[src/aq_cfg.svh]
// Constants for the channel handshake block: offsets, field positions, resets, timing.
`ifndef AQ_CFG_SVH
`define AQ_CFG_SVH

`define AQ_WORD_W 16
`define AQ_CHAR_W 8
`define AQ_DELTA_W 8

`define AQ_OFS_CTRL 6'h00
`define AQ_OFS_STAT 6'h01
`define AQ_OFS_QADR 6'h02
`define AQ_OFS_ACC 6'h03
`define AQ_OFS_PADR 6'h04
`define AQ_OFS_IRQ 6'h05

`define AQ_CTRL_START 0
`define AQ_CTRL_DIR 1
`define AQ_CTRL_DLT_LO 8
`define AQ_CTRL_DLT_HI 15

`define AQ_STAT_BUSY 0
`define AQ_STAT_REPLY 1
`define AQ_STAT_XREJ 2
`define AQ_STAT_IREJ 3
`define AQ_STAT_DONE 4
`define AQ_STAT_CHAR 5

`define AQ_RST_WORD 16'h0000
`define AQ_RST_DELTA 8'h00

`define AQ_CLK_PERIOD_NS 25
`define AQ_RESP_MAX_NS 4000
`define AQ_TMO_FUNC_NS 6000
`define AQ_TMO_IMPL_NS 7000
`define AQ_TMO_CYC ((`AQ_TMO_IMPL_NS + `AQ_CLK_PERIOD_NS - 1) / `AQ_CLK_PERIOD_NS)

`endif

[src/aq_pkg.sv]
// Types shared by the channel handshake block.
package aq_pkg;

    typedef enum logic [1:0] {
        AQ_IDLE,
        AQ_WAIT,
        AQ_RESOLVE
    } aq_state_t;

endpackage : aq_pkg

[src/aq_sync.sv]
// Two-stage synchroniser for a group of pin inputs.
`timescale 1ns/1ps
`default_nettype none

module aq_sync #(
    parameter int W = 1
) (
    input wire logic clk_sys,
    input wire logic rst_n,
    input wire logic [W-1:0] pin,
    output logic [W-1:0] sync
);

    logic [W-1:0] meta_q;

    // The first stage feeds only the second stage.
    always_ff @(posedge clk_sys or negedge rst_n)
    begin
        if (!rst_n)
        begin
            meta_q <= '0;
            sync <= '0;
        end
        else
        begin
            meta_q <= pin;
            sync <= meta_q;
        end
    end

endmodule : aq_sync

`default_nettype wire

[src/aq_timer.sv]
// Response timeout delay: runs while a request is up, pulses once on expiry.
`timescale 1ns/1ps
`default_nettype none

module aq_timer #(
    parameter int CYC = 280
) (
    input wire logic clk_sys,
    input wire logic rst_n,
    input wire logic run,
    output logic expire
);

    localparam int CW = $clog2(CYC + 1);
    localparam logic [CW-1:0] LAST = CW'(CYC - 1);

    logic [CW-1:0] cnt_q;
    logic fired_q;

    // A dropped request restarts the delay, so each request gets the full time.
    always_ff @(posedge clk_sys or negedge rst_n)
    begin
        if (!rst_n)
        begin
            cnt_q <= '0;
            fired_q <= 1'b0;
            expire <= 1'b0;
        end
        else if (!run)
        begin
            cnt_q <= '0;
            fired_q <= 1'b0;
            expire <= 1'b0;
        end
        else
        begin
            expire <= 1'b0;
            if (!fired_q)
            begin
                if (cnt_q == LAST)
                begin
                    fired_q <= 1'b1;
                    expire <= 1'b1;
                end
                else
                begin
                    cnt_q <= cnt_q + CW'(1);
                end
            end
        end
    end
endmodule : aq_timer

`default_nettype wire

[src/aq_channel.sv]
// Processor-side handshake for a programmed single-word parallel I/O channel.
//
// Notes on behaviour
// - input instruction moves one word into accumulator.
// - read line high throughout an input transfer.
// - no answer in six microseconds gives internal reject; the code waits 280 cycles (7000 ns) before it rejects.
// - delay element started by request sets reject.
// - reply continues at instruction address plus one.
// - internal reject branches to address plus offset.
// - external reject branches to address plus one plus offset.
// - write line high for output, same responses.
// - separate read and write request flip-flops.
// - recognised I/O halts the timing sequence.
// - timing resumes on request and response together.
// - request enables drivers, timeout and resume logic.
// - reply and reject set internal flip-flops.
// - character input loads only low accumulator byte.
// - two external interrupt lines ORed together.
// - address from Q, data to or from accumulator.
`timescale 1ns/1ps
`default_nettype none
`include "aq_cfg.svh"

module aq_channel (
    input wire logic clk_sys,
    input wire logic rst_n,
    input wire logic wb_cyc,
    input wire logic wb_stb,
    input wire logic wb_we,
    input wire logic [7:0] wb_adr,
    input wire logic [3:0] wb_sel,
    input wire logic [31:0] wb_dat_w,
    output logic [31:0] wb_dat_r,
    output logic wb_ack,
    output logic [`AQ_WORD_W-1:0] chan_addr,
    output logic [`AQ_WORD_W-1:0] chan_wdata,
    output logic chan_drv_en,
    output logic chan_read,
    output logic chan_write,
    input wire logic [`AQ_WORD_W-1:0] chan_rdata,
    input wire logic chan_reply,
    input wire logic chan_reject,
    input wire logic chan_char_in,
    input wire logic [1:0] ext_irq,
    output logic irq_req,
    output logic timing_run
);

    localparam int W = `AQ_WORD_W;
    localparam int CH = `AQ_CHAR_W;
    localparam int DW = `AQ_DELTA_W;
    localparam int SW = W + 5;
    localparam int TMO = `AQ_TMO_CYC;
    localparam int TMO_MAX = `AQ_TMO_CYC + 4;

    ////////////////////////////////////////////////////////////////////////////////
    // Pin synchronisers and response timeout.

    logic [SW-1:0] pins_s;
    logic [W-1:0] rdata_s;
    logic reply_s;
    logic reject_s;
    logic char_s;
    logic [1:0] irq_s;
    logic expire;

    aq_sync #(.W(SW)) u_sync (
        .clk_sys(clk_sys),
        .rst_n(rst_n),
        .pin({ext_irq, chan_char_in, chan_reject, chan_reply, chan_rdata}),
        .sync(pins_s)
    );

    assign rdata_s = pins_s[W-1:0];
    assign reply_s = pins_s[W];
    assign reject_s = pins_s[W+1];
    assign char_s = pins_s[W+2];
    assign irq_s = pins_s[W+4:W+3];

    aq_pkg::aq_state_t state_q;
    logic rd_q;
    logic wr_q;
    logic drv_q;
    logic run_q;
    logic rply_q;
    logic xrej_q;
    logic irej_q;
    logic chr_q;
    logic dir_q;
    logic done_q;
    logic irq_q;
    logic ack_q;
    logic [31:0] rdat_q;
    logic [W-1:0] q_q;
    logic [W-1:0] a_q;
    logic [W-1:0] p_q;
    logic [W-1:0] hold_q;
    logic [DW-1:0] delta_q;

    // The delay element is started by the request line itself.
    aq_timer #(.CYC(TMO)) u_timer (
        .clk_sys(clk_sys),
        .rst_n(rst_n),
        .run(rd_q | wr_q),
        .expire(expire)
    );

    ////////////////////////////////////////////////////////////////////////////////
    // Wishbone slave: one wait state, every access acknowledged.

    logic req;
    logic wr_fire;
    logic [5:0] idx;
    logic [W-1:0] wlo;
    logic [31:0] rd_d;
    logic start;
    logic busy;
    logic [W-1:0] dext;
    logic [W-1:0] p_next;
    logic [W-1:0] a_next;
    logic [W-1:0] stat;

    assign req = wb_cyc & wb_stb & !ack_q;
    assign wr_fire = req & wb_we;
    assign idx = wb_adr[7:2];
    assign busy = state_q != aq_pkg::AQ_IDLE;
    assign start = wr_fire && idx == `AQ_OFS_CTRL && wb_sel[0] && wb_dat_w[`AQ_CTRL_START];

    function automatic logic [W-1:0] merge(input logic [W-1:0] old, input logic [31:0] d,
                                            input logic [3:0] sel);
        logic [W-1:0] r;
        r = old;
        if (sel[0])
        begin
            r[7:0] = d[7:0];
        end
        if (sel[1])
        begin
            r[15:8] = d[15:8];
        end
        return r;
    endfunction : merge

    assign wlo = wb_dat_w[W-1:0];
    assign stat = W'({char_s, done_q, irej_q, xrej_q, rply_q, busy});

    always_comb
    begin
        rd_d = 32'h00000000;
        unique case (idx)
            `AQ_OFS_CTRL: rd_d = {16'h0000, delta_q, 6'h00, dir_q, busy};
            `AQ_OFS_STAT: rd_d = {16'h0000, stat};
            `AQ_OFS_QADR: rd_d = {16'h0000, q_q};
            `AQ_OFS_ACC: rd_d = {16'h0000, a_q};
            `AQ_OFS_PADR: rd_d = {16'h0000, p_q};
            `AQ_OFS_IRQ: rd_d = {29'h00000000, irq_s, irq_q};
            default: rd_d = 32'h00000000;
        endcase
    end

    always_ff @(posedge clk_sys or negedge rst_n)
    begin
        if (!rst_n)
        begin
            ack_q <= 1'b0;
            rdat_q <= 32'h00000000;
        end
        else
        begin
            ack_q <= req;
            if (req && !wb_we)
            begin
                rdat_q <= rd_d;
            end
        end
    end

    assign wb_ack = ack_q;
    assign wb_dat_r = rdat_q;

    ////////////////////////////////////////////////////////////////////////////////
    // Instruction setup: address, direction and branch offset.

    // Setup is frozen while a transfer runs so the branch uses the issued offset.
    always_ff @(posedge clk_sys or negedge rst_n)
    begin
        if (!rst_n)
        begin
            q_q <= `AQ_RST_WORD;
            delta_q <= `AQ_RST_DELTA;
            dir_q <= 1'b0;
        end
        else if (!busy && wr_fire)
        begin
            if (idx == `AQ_OFS_QADR)
            begin
                q_q <= merge(q_q, wb_dat_w, wb_sel);
            end
            if (idx == `AQ_OFS_CTRL)
            begin
                if (wb_sel[0])
                begin
                    dir_q <= wb_dat_w[`AQ_CTRL_DIR];
                end
                if (wb_sel[1])
                begin
                    delta_q <= wb_dat_w[`AQ_CTRL_DLT_HI:`AQ_CTRL_DLT_LO];
                end
            end
        end
    end

    ////////////////////////////////////////////////////////////////////////////////
    // Handshake sequencer.

    always_ff @(posedge clk_sys or negedge rst_n)
    begin
        if (!rst_n)
        begin
            state_q <= aq_pkg::AQ_IDLE;
            rd_q <= 1'b0;
            wr_q <= 1'b0;
            drv_q <= 1'b0;
            run_q <= 1'b1;
            rply_q <= 1'b0;
            xrej_q <= 1'b0;
            irej_q <= 1'b0;
            chr_q <= 1'b0;
            hold_q <= `AQ_RST_WORD;
        end
        else
        begin
            unique case (state_q)
                aq_pkg::AQ_IDLE:
                begin
                    if (start)
                    begin
                        rd_q <= !wlo[`AQ_CTRL_DIR];
                        wr_q <= wlo[`AQ_CTRL_DIR];
                        drv_q <= 1'b1;
                        run_q <= 1'b0;
                        rply_q <= 1'b0;
                        xrej_q <= 1'b0;
                        irej_q <= 1'b0;
                        chr_q <= 1'b0;
                        state_q <= aq_pkg::AQ_WAIT;
                    end
                end
                aq_pkg::AQ_WAIT:
                begin
                    // Reply wins when both arrive, since the word was moved.
                    if (reply_s)
                    begin
                        rply_q <= 1'b1;
                        hold_q <= rdata_s;
                        chr_q <= char_s & rd_q;
                        state_q <= aq_pkg::AQ_RESOLVE;
                    end
                    else if (reject_s)
                    begin
                        xrej_q <= 1'b1;
                        state_q <= aq_pkg::AQ_RESOLVE;
                    end
                    else if (expire)
                    begin
                        irej_q <= 1'b1;
                        state_q <= aq_pkg::AQ_RESOLVE;
                    end
                end
                aq_pkg::AQ_RESOLVE:
                begin
                    // Resume only here: a request stood and a response was latched.
                    run_q <= (rd_q | wr_q) & (rply_q | xrej_q | irej_q);
                    rd_q <= 1'b0;
                    wr_q <= 1'b0;
                    drv_q <= 1'b0;
                    state_q <= aq_pkg::AQ_IDLE;
                end
                default:
                begin
                    state_q <= aq_pkg::AQ_IDLE;
                end
            endcase
        end
    end

    ////////////////////////////////////////////////////////////////////////////////
    // Branch target and accumulator update.

    assign dext = {{(W - DW){delta_q[DW-1]}}, delta_q};

    always_comb
    begin
        p_next = p_q;
        a_next = a_q;
        if (rply_q)
        begin
            p_next = p_q + W'(1);
            if (rd_q && chr_q)
            begin
                a_next = {a_q[W-1:CH], hold_q[CH-1:0]};
            end
            else if (rd_q)
            begin
                a_next = hold_q;
            end
        end
        else if (xrej_q)
        begin
            p_next = p_q + W'(1) + dext;
        end
        else if (irej_q)
        begin
            p_next = p_q + dext;
        end
    end

    // Software may preload A and P only while the channel is idle.
    always_ff @(posedge clk_sys or negedge rst_n)
    begin
        if (!rst_n)
        begin
            a_q <= `AQ_RST_WORD;
            p_q <= `AQ_RST_WORD;
        end
        else if (state_q == aq_pkg::AQ_RESOLVE)
        begin
            a_q <= a_next;
            p_q <= p_next;
        end
        else if (!busy && wr_fire)
        begin
            if (idx == `AQ_OFS_ACC)
            begin
                a_q <= merge(a_q, wb_dat_w, wb_sel);
            end
            if (idx == `AQ_OFS_PADR)
            begin
                p_q <= merge(p_q, wb_dat_w, wb_sel);
            end
        end
    end

    // Completion is sticky; a new completion wins over a clear in the same cycle.
    always_ff @(posedge clk_sys or negedge rst_n)
    begin
        if (!rst_n)
        begin
            done_q <= 1'b0;
        end
        else if (state_q == aq_pkg::AQ_RESOLVE)
        begin
            done_q <= 1'b1;
        end
        else if (wr_fire && idx == `AQ_OFS_STAT && wb_sel[0] && wb_dat_w[`AQ_STAT_DONE])
        begin
            done_q <= 1'b0;
        end
    end

    always_ff @(posedge clk_sys or negedge rst_n)
    begin
        if (!rst_n)
        begin
            irq_q <= 1'b0;
        end
        else
        begin
            irq_q <= irq_s[0] | irq_s[1];
        end
    end

    assign chan_addr = q_q;
    assign chan_wdata = a_q;
    assign chan_drv_en = drv_q;
    assign chan_read = rd_q;
    assign chan_write = wr_q;
    assign irq_req = irq_q;
    assign timing_run = run_q;
endmodule : aq_channel

`default_nettype wire

[config.mk]
export PLATFORM = sky130hd
export DESIGN_NAME = aq_channel
export DESIGN_NICKNAME = d
export VERILOG_FILES = /design/src/aq_pkg.sv /design/src/aq_sync.sv /design/src/aq_timer.sv /design/src/aq_channel.sv
export VERILOG_INCLUDE_DIRS = /design/src
export SDC_FILE = /design/constraint.sdc
export NUM_CORES = 1
export LEC_CHECK = 0
export ABC_CLOCK_PERIOD_IN_PS = 9400
export BUFFER_PORTS_ARGS = -buffer_cell sky130_fd_sc_hd__buf_2
export CAP_MARGIN = 20
export CORE_MARGIN = 2
export CORE_UTILIZATION = 30
export DETAILED_ROUTE_END_ITERATION = 6
export GPL_TIMING_DRIVEN = 0
export RECOVER_POWER = 50
export SYNTH_ARGS = -nofsm -noshare
export SYNTH_HDL_FRONTEND = slang
export SYNTH_SLANG_ARGS = --single-unit
[constraint.sdc]
create_clock -name clk_sys -period 9.4 [get_ports clk_sys]
set_clock_uncertainty 0.05 [all_clocks]
set_input_delay 1.41 -clock clk_sys [delete_from_list [all_inputs] [get_ports clk_sys]]
set_output_delay 1.41 -clock clk_sys [all_outputs]
set_load 0.1 [all_outputs]
Word-level counts from Yosys, hierarchy flattened
Cells that the tools add are included.
{ "classes": {"n_addsub": 4, "bitwise_logic": 9, "mux": 49, "reduce_logical": 39, "n_eq_ne": 22} }
{ "ops": {"columns": ["operator", "n"], "rows": [
  ["2-to-1 mux 16 bit", 12],
  ["one-hot mux 16 bit (6 select lines)", 1],
  ["adder 16 bit", 2],
  ["2-to-1 mux 9 bit", 3],
  ["2-to-1 mux 1 bit", 18],
  ["nonzero test 2 bit", 9],
  ["adder 16 x 1 -> 16 bit (second input constant)", 1],
  ["2-to-1 mux 8 bit", 2],
  ["!= test 2 bit (second input constant)", 8],
  ["one-hot mux 1 bit (2 select lines)", 8],
  ["AND reduction 3 bit", 5],
  ["== test 6 x 2 -> 1 bit (second input constant)", 2],
  ["== test 6 x 3 -> 1 bit (second input constant)", 2],
  ["AND reduction 4 bit", 3],
  ["AND reduction 5 bit", 2],
  ["adder 9 x 1 -> 9 bit (second input constant)", 1],
  ["== test 9 bit (second input constant)", 1],
  ["logical AND 1 bit", 9],
  ["2-to-1 mux 2 bit", 4],
  ["AND reduction 2 bit", 4],
  ["== test 6 x 1 -> 1 bit (second input constant)", 1],
  ["zero test 6 bit", 1],
  ["!= test 2 x 1 -> 1 bit (second input constant)", 3],
  ["AND reduction 6 bit", 1],
  ["other kinds (10)", 20]
]} }
{ "totals": {"out_inout_bits": 70, "inputBits": 70, "wordCells": 150, "ff_bits": 171} }

Depth between registers and ports, before layout
{ "depth": {"word_depth": 8, "depth_mapped": 14, "ltp_nobuf": 13} }

By module
A second synthesis with hierarchy kept.
{ "hier_totals": {"cells_unflattened": 734, "area_unflattened_um2": 7830.0} }
{ "modules_own_cells": {"columns": ["module", "seq_area_each_um2", "cells_per_inst", "area_per_inst_um2", "instances"], "rows": [
  ["aq_channel", 2553.7, 639, 6221.0, 1],
  ["aq_sync", 1051.0, 42, 1051.0, 1],
  ["aq_timer", 275.3, 53, 558.0, 1]
]} }

Worst setup path before layout
Ideal clock, no wire load.
{ "synth_timing": {"path_type": "flip-flop to flip-flop", "from": "register p_q[0]", "to": "register p_q[13]", "setup_ns": 0.129, "setup_slack_ns": 6.407, "arrival_time_ns": 2.813, "period_less_slack_ns": 2.993, "n_path_buf": 1, "required_ns": 9.221, "path_stages_with_launch": 14, "cell_sequence": "dfrtp_1 ha_1 and3_1 and3_1 nand2_1 xnor2_1 ha_1 clkbuf_1 nand2_1 nor4_1 o21ai_1 a41o_2 o22ai_1 a211oi_2"} }
{ "synth_between": {"elab_chain_cells": 5, "word_cells_on_any_way": 7, "classes_between": "add/sub (3); mux (4)"} }
{ "synth_lines": {"columns": ["element", "line_no", "source"], "rows": [
  ["from (decl)", "aq_channel.sv:96", "logic [W-1:0] p_q;"],
  ["from (signal assigned)", "aq_channel.sv:324", "p_q <= `AQ_RST_WORD;"],
  ["from (signal assigned)", "aq_channel.sv:329", "p_q <= p_next;"],
  ["from (signal assigned)", "aq_channel.sv:339", "p_q <= merge(p_q, wb_dat_w, wb_sel);"],
  ["adder 16 x 1 -> 16 bit / adder 16 bit (equally long branches)", "aq_channel.sv:298, aq_channel.sv:310, aq_channel.sv:314", null],
  ["adder 16 bit / 2-to-1 mux 16 bit (equally long branches)", "aq_channel.sv:310, aq_channel.sv:312", null],
  ["2-to-1 mux 16 bit", "aq_channel.sv:308", "else if (xrej_q)"],
  ["2-to-1 mux 16 bit (*)", "aq_channel.sv:296", "if (rply_q)"],
  ["2-to-1 mux 16 bit (*)", "aq_channel.sv:326", "else if (state_q == aq_pkg::AQ_RESOLVE)"]
]} }
Every way passes the cells marked *; elsewhere a longest branch is shown, timed or not. The select of a mux whose other input is x is not followed.
A chain may end at the register's enable or synchronous reset.

==> results by group <==
Setup path
  – Endpoint of the most critical register-to-register path: p_q[13]
  – Slowest stage cell on the critical path: clkbuf_1
  – Crit path cell chain: clkbuf_1
  – Beginning of the worst register-to-register path: xrej_q
  – Flop2flop setup slack: 5.70 ns
  – Type of the setup path with the least slack: input pin to async pin
  – Worst path max stage delay: 2.92 ns
  – Required time reported for the critical path endpoint: 8.89 ns
  – Maximum fanout along the worst path: 76
  – Data arrival at the endpoint of the critical path: 4.38 ns
  – Kind of end point of the critical path: async pin
  – Startpoint Class: input pin
  – Cell family contributing the most delay on the critical path: buffers and inverters
  – Cells on worst reg2reg path: 12
  – Buffering stage count on the worst path with inverters included: 1

STA
  – Worst-margin pin slew: approximately 4.2 ns
  – Setup total negative slack: 0 ns
  – Count of final hold-check violations: 0
  – Final setup violating endpoints: 0
  – Unrepaired setup endpoints after global routing: no
  – Period Utilization, post-route: 51.9%
  – Setup ws final: 4.52 ns
  – Worst max-slew margin expressed relative to the limit: -182%
  – Slew Viols, Final: 76
  – Peak Freq: 205 MHz
  – Period minus WS final: 4.88 ns

Global routing
  – Met2 track demand over resource in global routing: 28.3%
  – Vias in the first global route: 6048
  – Global-route wire length before repair: ~35 mm
  – Met3 track demand over resource: under 10%
  – Largest net degree at the start of global routing: just over 80
  – Met1 usage in global routing: ~22%
  – Gr usage total: 17.3%
  – Remaining Overflow, GRT: 0
  – Initial antenna violation count: 1
  – Gr busiest metal: met2

Routing
  – Routed wire length: 22.9 mm
  – Drt via density: a little over 5
  – Avg WL per Cell: 18.3 µm
  – Post-DRT Antenna Nets: 0
  – Vias after detailed routing: 6382
  – Iteration count of the initial detailed-routing pass: 5
  – DRT iter0 DRCs: 454
  – Post-route DRC: 0

CTS
  – CTS max path bufs: 2
  – CTS sink cnt: 155
  – Clock network latency to the later pin of the worst-skew pair: 0.43 ns
  – Clock root buffer: clkbuf_16
  – Clock tree from TritonCTS: done
  – Number of post-CTS setup repair buffers: 0
  – Number of H-tree levels: 4
  – Total of hold buffers inserted after clock tree synthesis: 0
  – Number of buffers created by CTS: 17
  – Clock transition at the register clock pins on the worst setup and hold paths after CTS: 0.06 ns
  – Number of cells upsized or downsized after cts: 0

Yosys
  – Synth Cell Area: roughly 8000 µm²
  – Post-synthesis sequential element count: between 150 and 200
  – Async S/R FF share, synth: 100%
  – Mean instance size in the synthesized netlist: 10.2 µm²
  – Proportion of synthesized chip area in sequential cells: 49.6%
  – Mux cell area share after synthesis: 7.92%
  – Synth warnings: 0
  – Post-Synth XOR/XNOR Area: under 10%
  – Number of flops mapped to enable cells by yosys: 0
  – Share of synthesized cell area in full adder, half adder and majority cells: 3.61%
  – Most instantiated flip-flop cell in the synthesis netlist: dfrtp_1
  – Dominant combinational cell family by area after synthesis: compound AO/OA/AOI/OAI gates
  – Synth unique cells: between 60 and 70
  – Area fraction in and, or, nand and nor cells after synthesis: 14.2%
  – Share of the synthesized area in compound gates (AO/OA/AOI/OAI): 15.6%
  – Post-Syn Instances: 766

Floorplanning
  – Die W: 165 µm
  – IO Pins: 140
  – FP Rows: 59
  – Height of the die: 165 µm
  – Die footprint: 27400 µm²
  – Starting utilization of the core area: 30.3%
  – Core area: 25800 µm²

Place
  – Number of input and output port buffers inserted: 101
  – Final estimated routing congestion in global placement: 0.889
  – Post-place setup slack: 5.73 ns
  – Half-perimeter wire length after placement: 17.4 mm
  – Placed Cells: between 1k and 1.5k

Final layout
  – Layout-stage area growth over the synthesis result: 20.3%
  – Filler instances: between 2k and 3k
  – Share of final-layout standard cells stronger than drive strength 1: roughly 24%
  – Most common cell after layout, fill and taps aside: dfrtp_1
  – Final Non-Filler Cells: 1251
  – Highest-count cells in the layout ignoring fill and taps: dfrtp_1, buf_2, nand2_1
  – NumNets Final: 994

Min path
  – Launch instance of the worst min-delay path: u_sync.meta_q[10]
  – WHS Path Cells: 0
  – Hold WC Path Type: flop to flop
  – Hold Path Sink: u_sync.sync[10]

Status
  – Result of the run: complete, but fails checks
  – Failing checks: capacitance limit, slew limit

Pwr
  – PD cells: 175 nW/µm²
  – Leakage power of the design: 4.42 nW
  – Total power: roughly 1.6 mW
  – Maximum ir drop on the vdd rail: 126 µV

Flow run
  – Max-capacitance violation count: 1
==> logic make-up after synthesis <==
group                      after synthesis
and+or+nand+nor                        236
AOI/OAI and AO/OA                      189
DFF                                    155
buffers and inverters                   68
muxes                                   56
xor gates and xnor gates                39
adders and majority gates               22
other                                    1
==> where the power goes <==
part | switching, mW | internal, mW | total, mW | leakage, nW
sequential | 0.0216 | 0.695 | 0.717 | 1.98
combinational | 0.174 | 0.0714 | 0.246 | 2.16
clock | 0.284 | 0.401 | 0.685 | 0.278
total | 0.480 | 1.17 | 1.65 | 4.42
==> how the worst max path moves through the flow <==
stage / slack, ns / start / endpoint / depth (start not counted)
global route: 3.71 / rst_n / u_timer.cnt_q[4] / 1
global placement: 4.51 / rst_n / wb_dat_r[9] / 1
CTS: 5.72 / xrej_q / p_q[13] / 12
floorplan: 6.41 / p_q[0] / p_q[13] / 13
detailed placement: 5.73 / xrej_q / p_q[13] / 12
finish: 4.52 / rst_n / u_sync.meta_q[12] / 1
==> layer usage <==
metal | vias up | part of all wire (%)
li1 | 3005 | -
met1 | 3121 | 41
met2 | 209 | 49
met3 | 47 | 6.4
met4 | 0 | 3.6
met5 | - | 0
==> Yosys cell counts (all sizes together) (12+ instances only) <==
cell / instances / area share [%]
clkbuf: 28 / 1.3
and3: 12 / 0.96
nand4: 12 / 1.2
ha: 21 / 3.4
o21ai: 41 / 2.6
buf: 33 / 2.9
nand3: 17 / 1.1
mux2: 47 / 6.8
a21oi: 52 / 3.3
nand2: 99 / 4.7
xor2: 16 / 1.8
xnor2: 23 / 2.6
dfrtp: 154 / 49
nor3: 12 / 0.77
nor2: 49 / 2.4
a221oi: 15 / 1.7
a31oi: 14 / 1.1
==> worst reg2reg max path, cell delays in order, from the launching register on <==
cell	delay [ns]
dfrtp_1	0.32
clkbuf_1	0.40
clkbuf_1	0.54
nand2_1	0.15
xnor2_1	0.19
ha_1	0.28
clkbuf_1	0.26
nand2_1	0.11
nor4_1	0.56
o21ai_1	0.18
a41o_2	0.33
o22ai_1	0.17
a211oi_2	0.07
==> metrics by stage <==
stage	utilization [%]	area (µm²)	hold slack, ns
finish	36.4	9420	0.291
global route	36.4	9410	0.303
CTS	36.5	9420	0.298
detailed placement	34.2	8840	0.285
global placement	34.1	8800	0.282
floorplan	-	7880	0.281
==> layout make-up <==
type / instances / area, µm² / share of cell area (%)
antenna: 1 / 2.50 / 0.0266
buffer: 61 / 332 / 3.52
clock buffer: 20 / 447 / 4.74
clock inverter: 12 / 136 / 1.45
inverter: 7 / 26.3 / 0.279
multi-input combinational: 558 / 3640 / 38.7
sequential: 155 / 3880 / 41.2
tap: 335 / 419 / 4.45
timing repair buffer: 102 / 532 / 5.65
==> flip-flops by register name, indices dropped and copies added, names as in the netlist, 2 cells and up <==
| name | count |
|---|---|
| hold_q | 16 |
| chan_addr | 16 |
| u_sync.sync | 21 |
| delta_q | 8 |
| state_q | 2 |
| u_sync.meta_q | 21 |
| chan_wdata | 16 |
| u_timer.cnt_q | 9 |
| wb_dat_r | 16 |
| p_q | 16 |
Power figures use the tool's default switching activity.
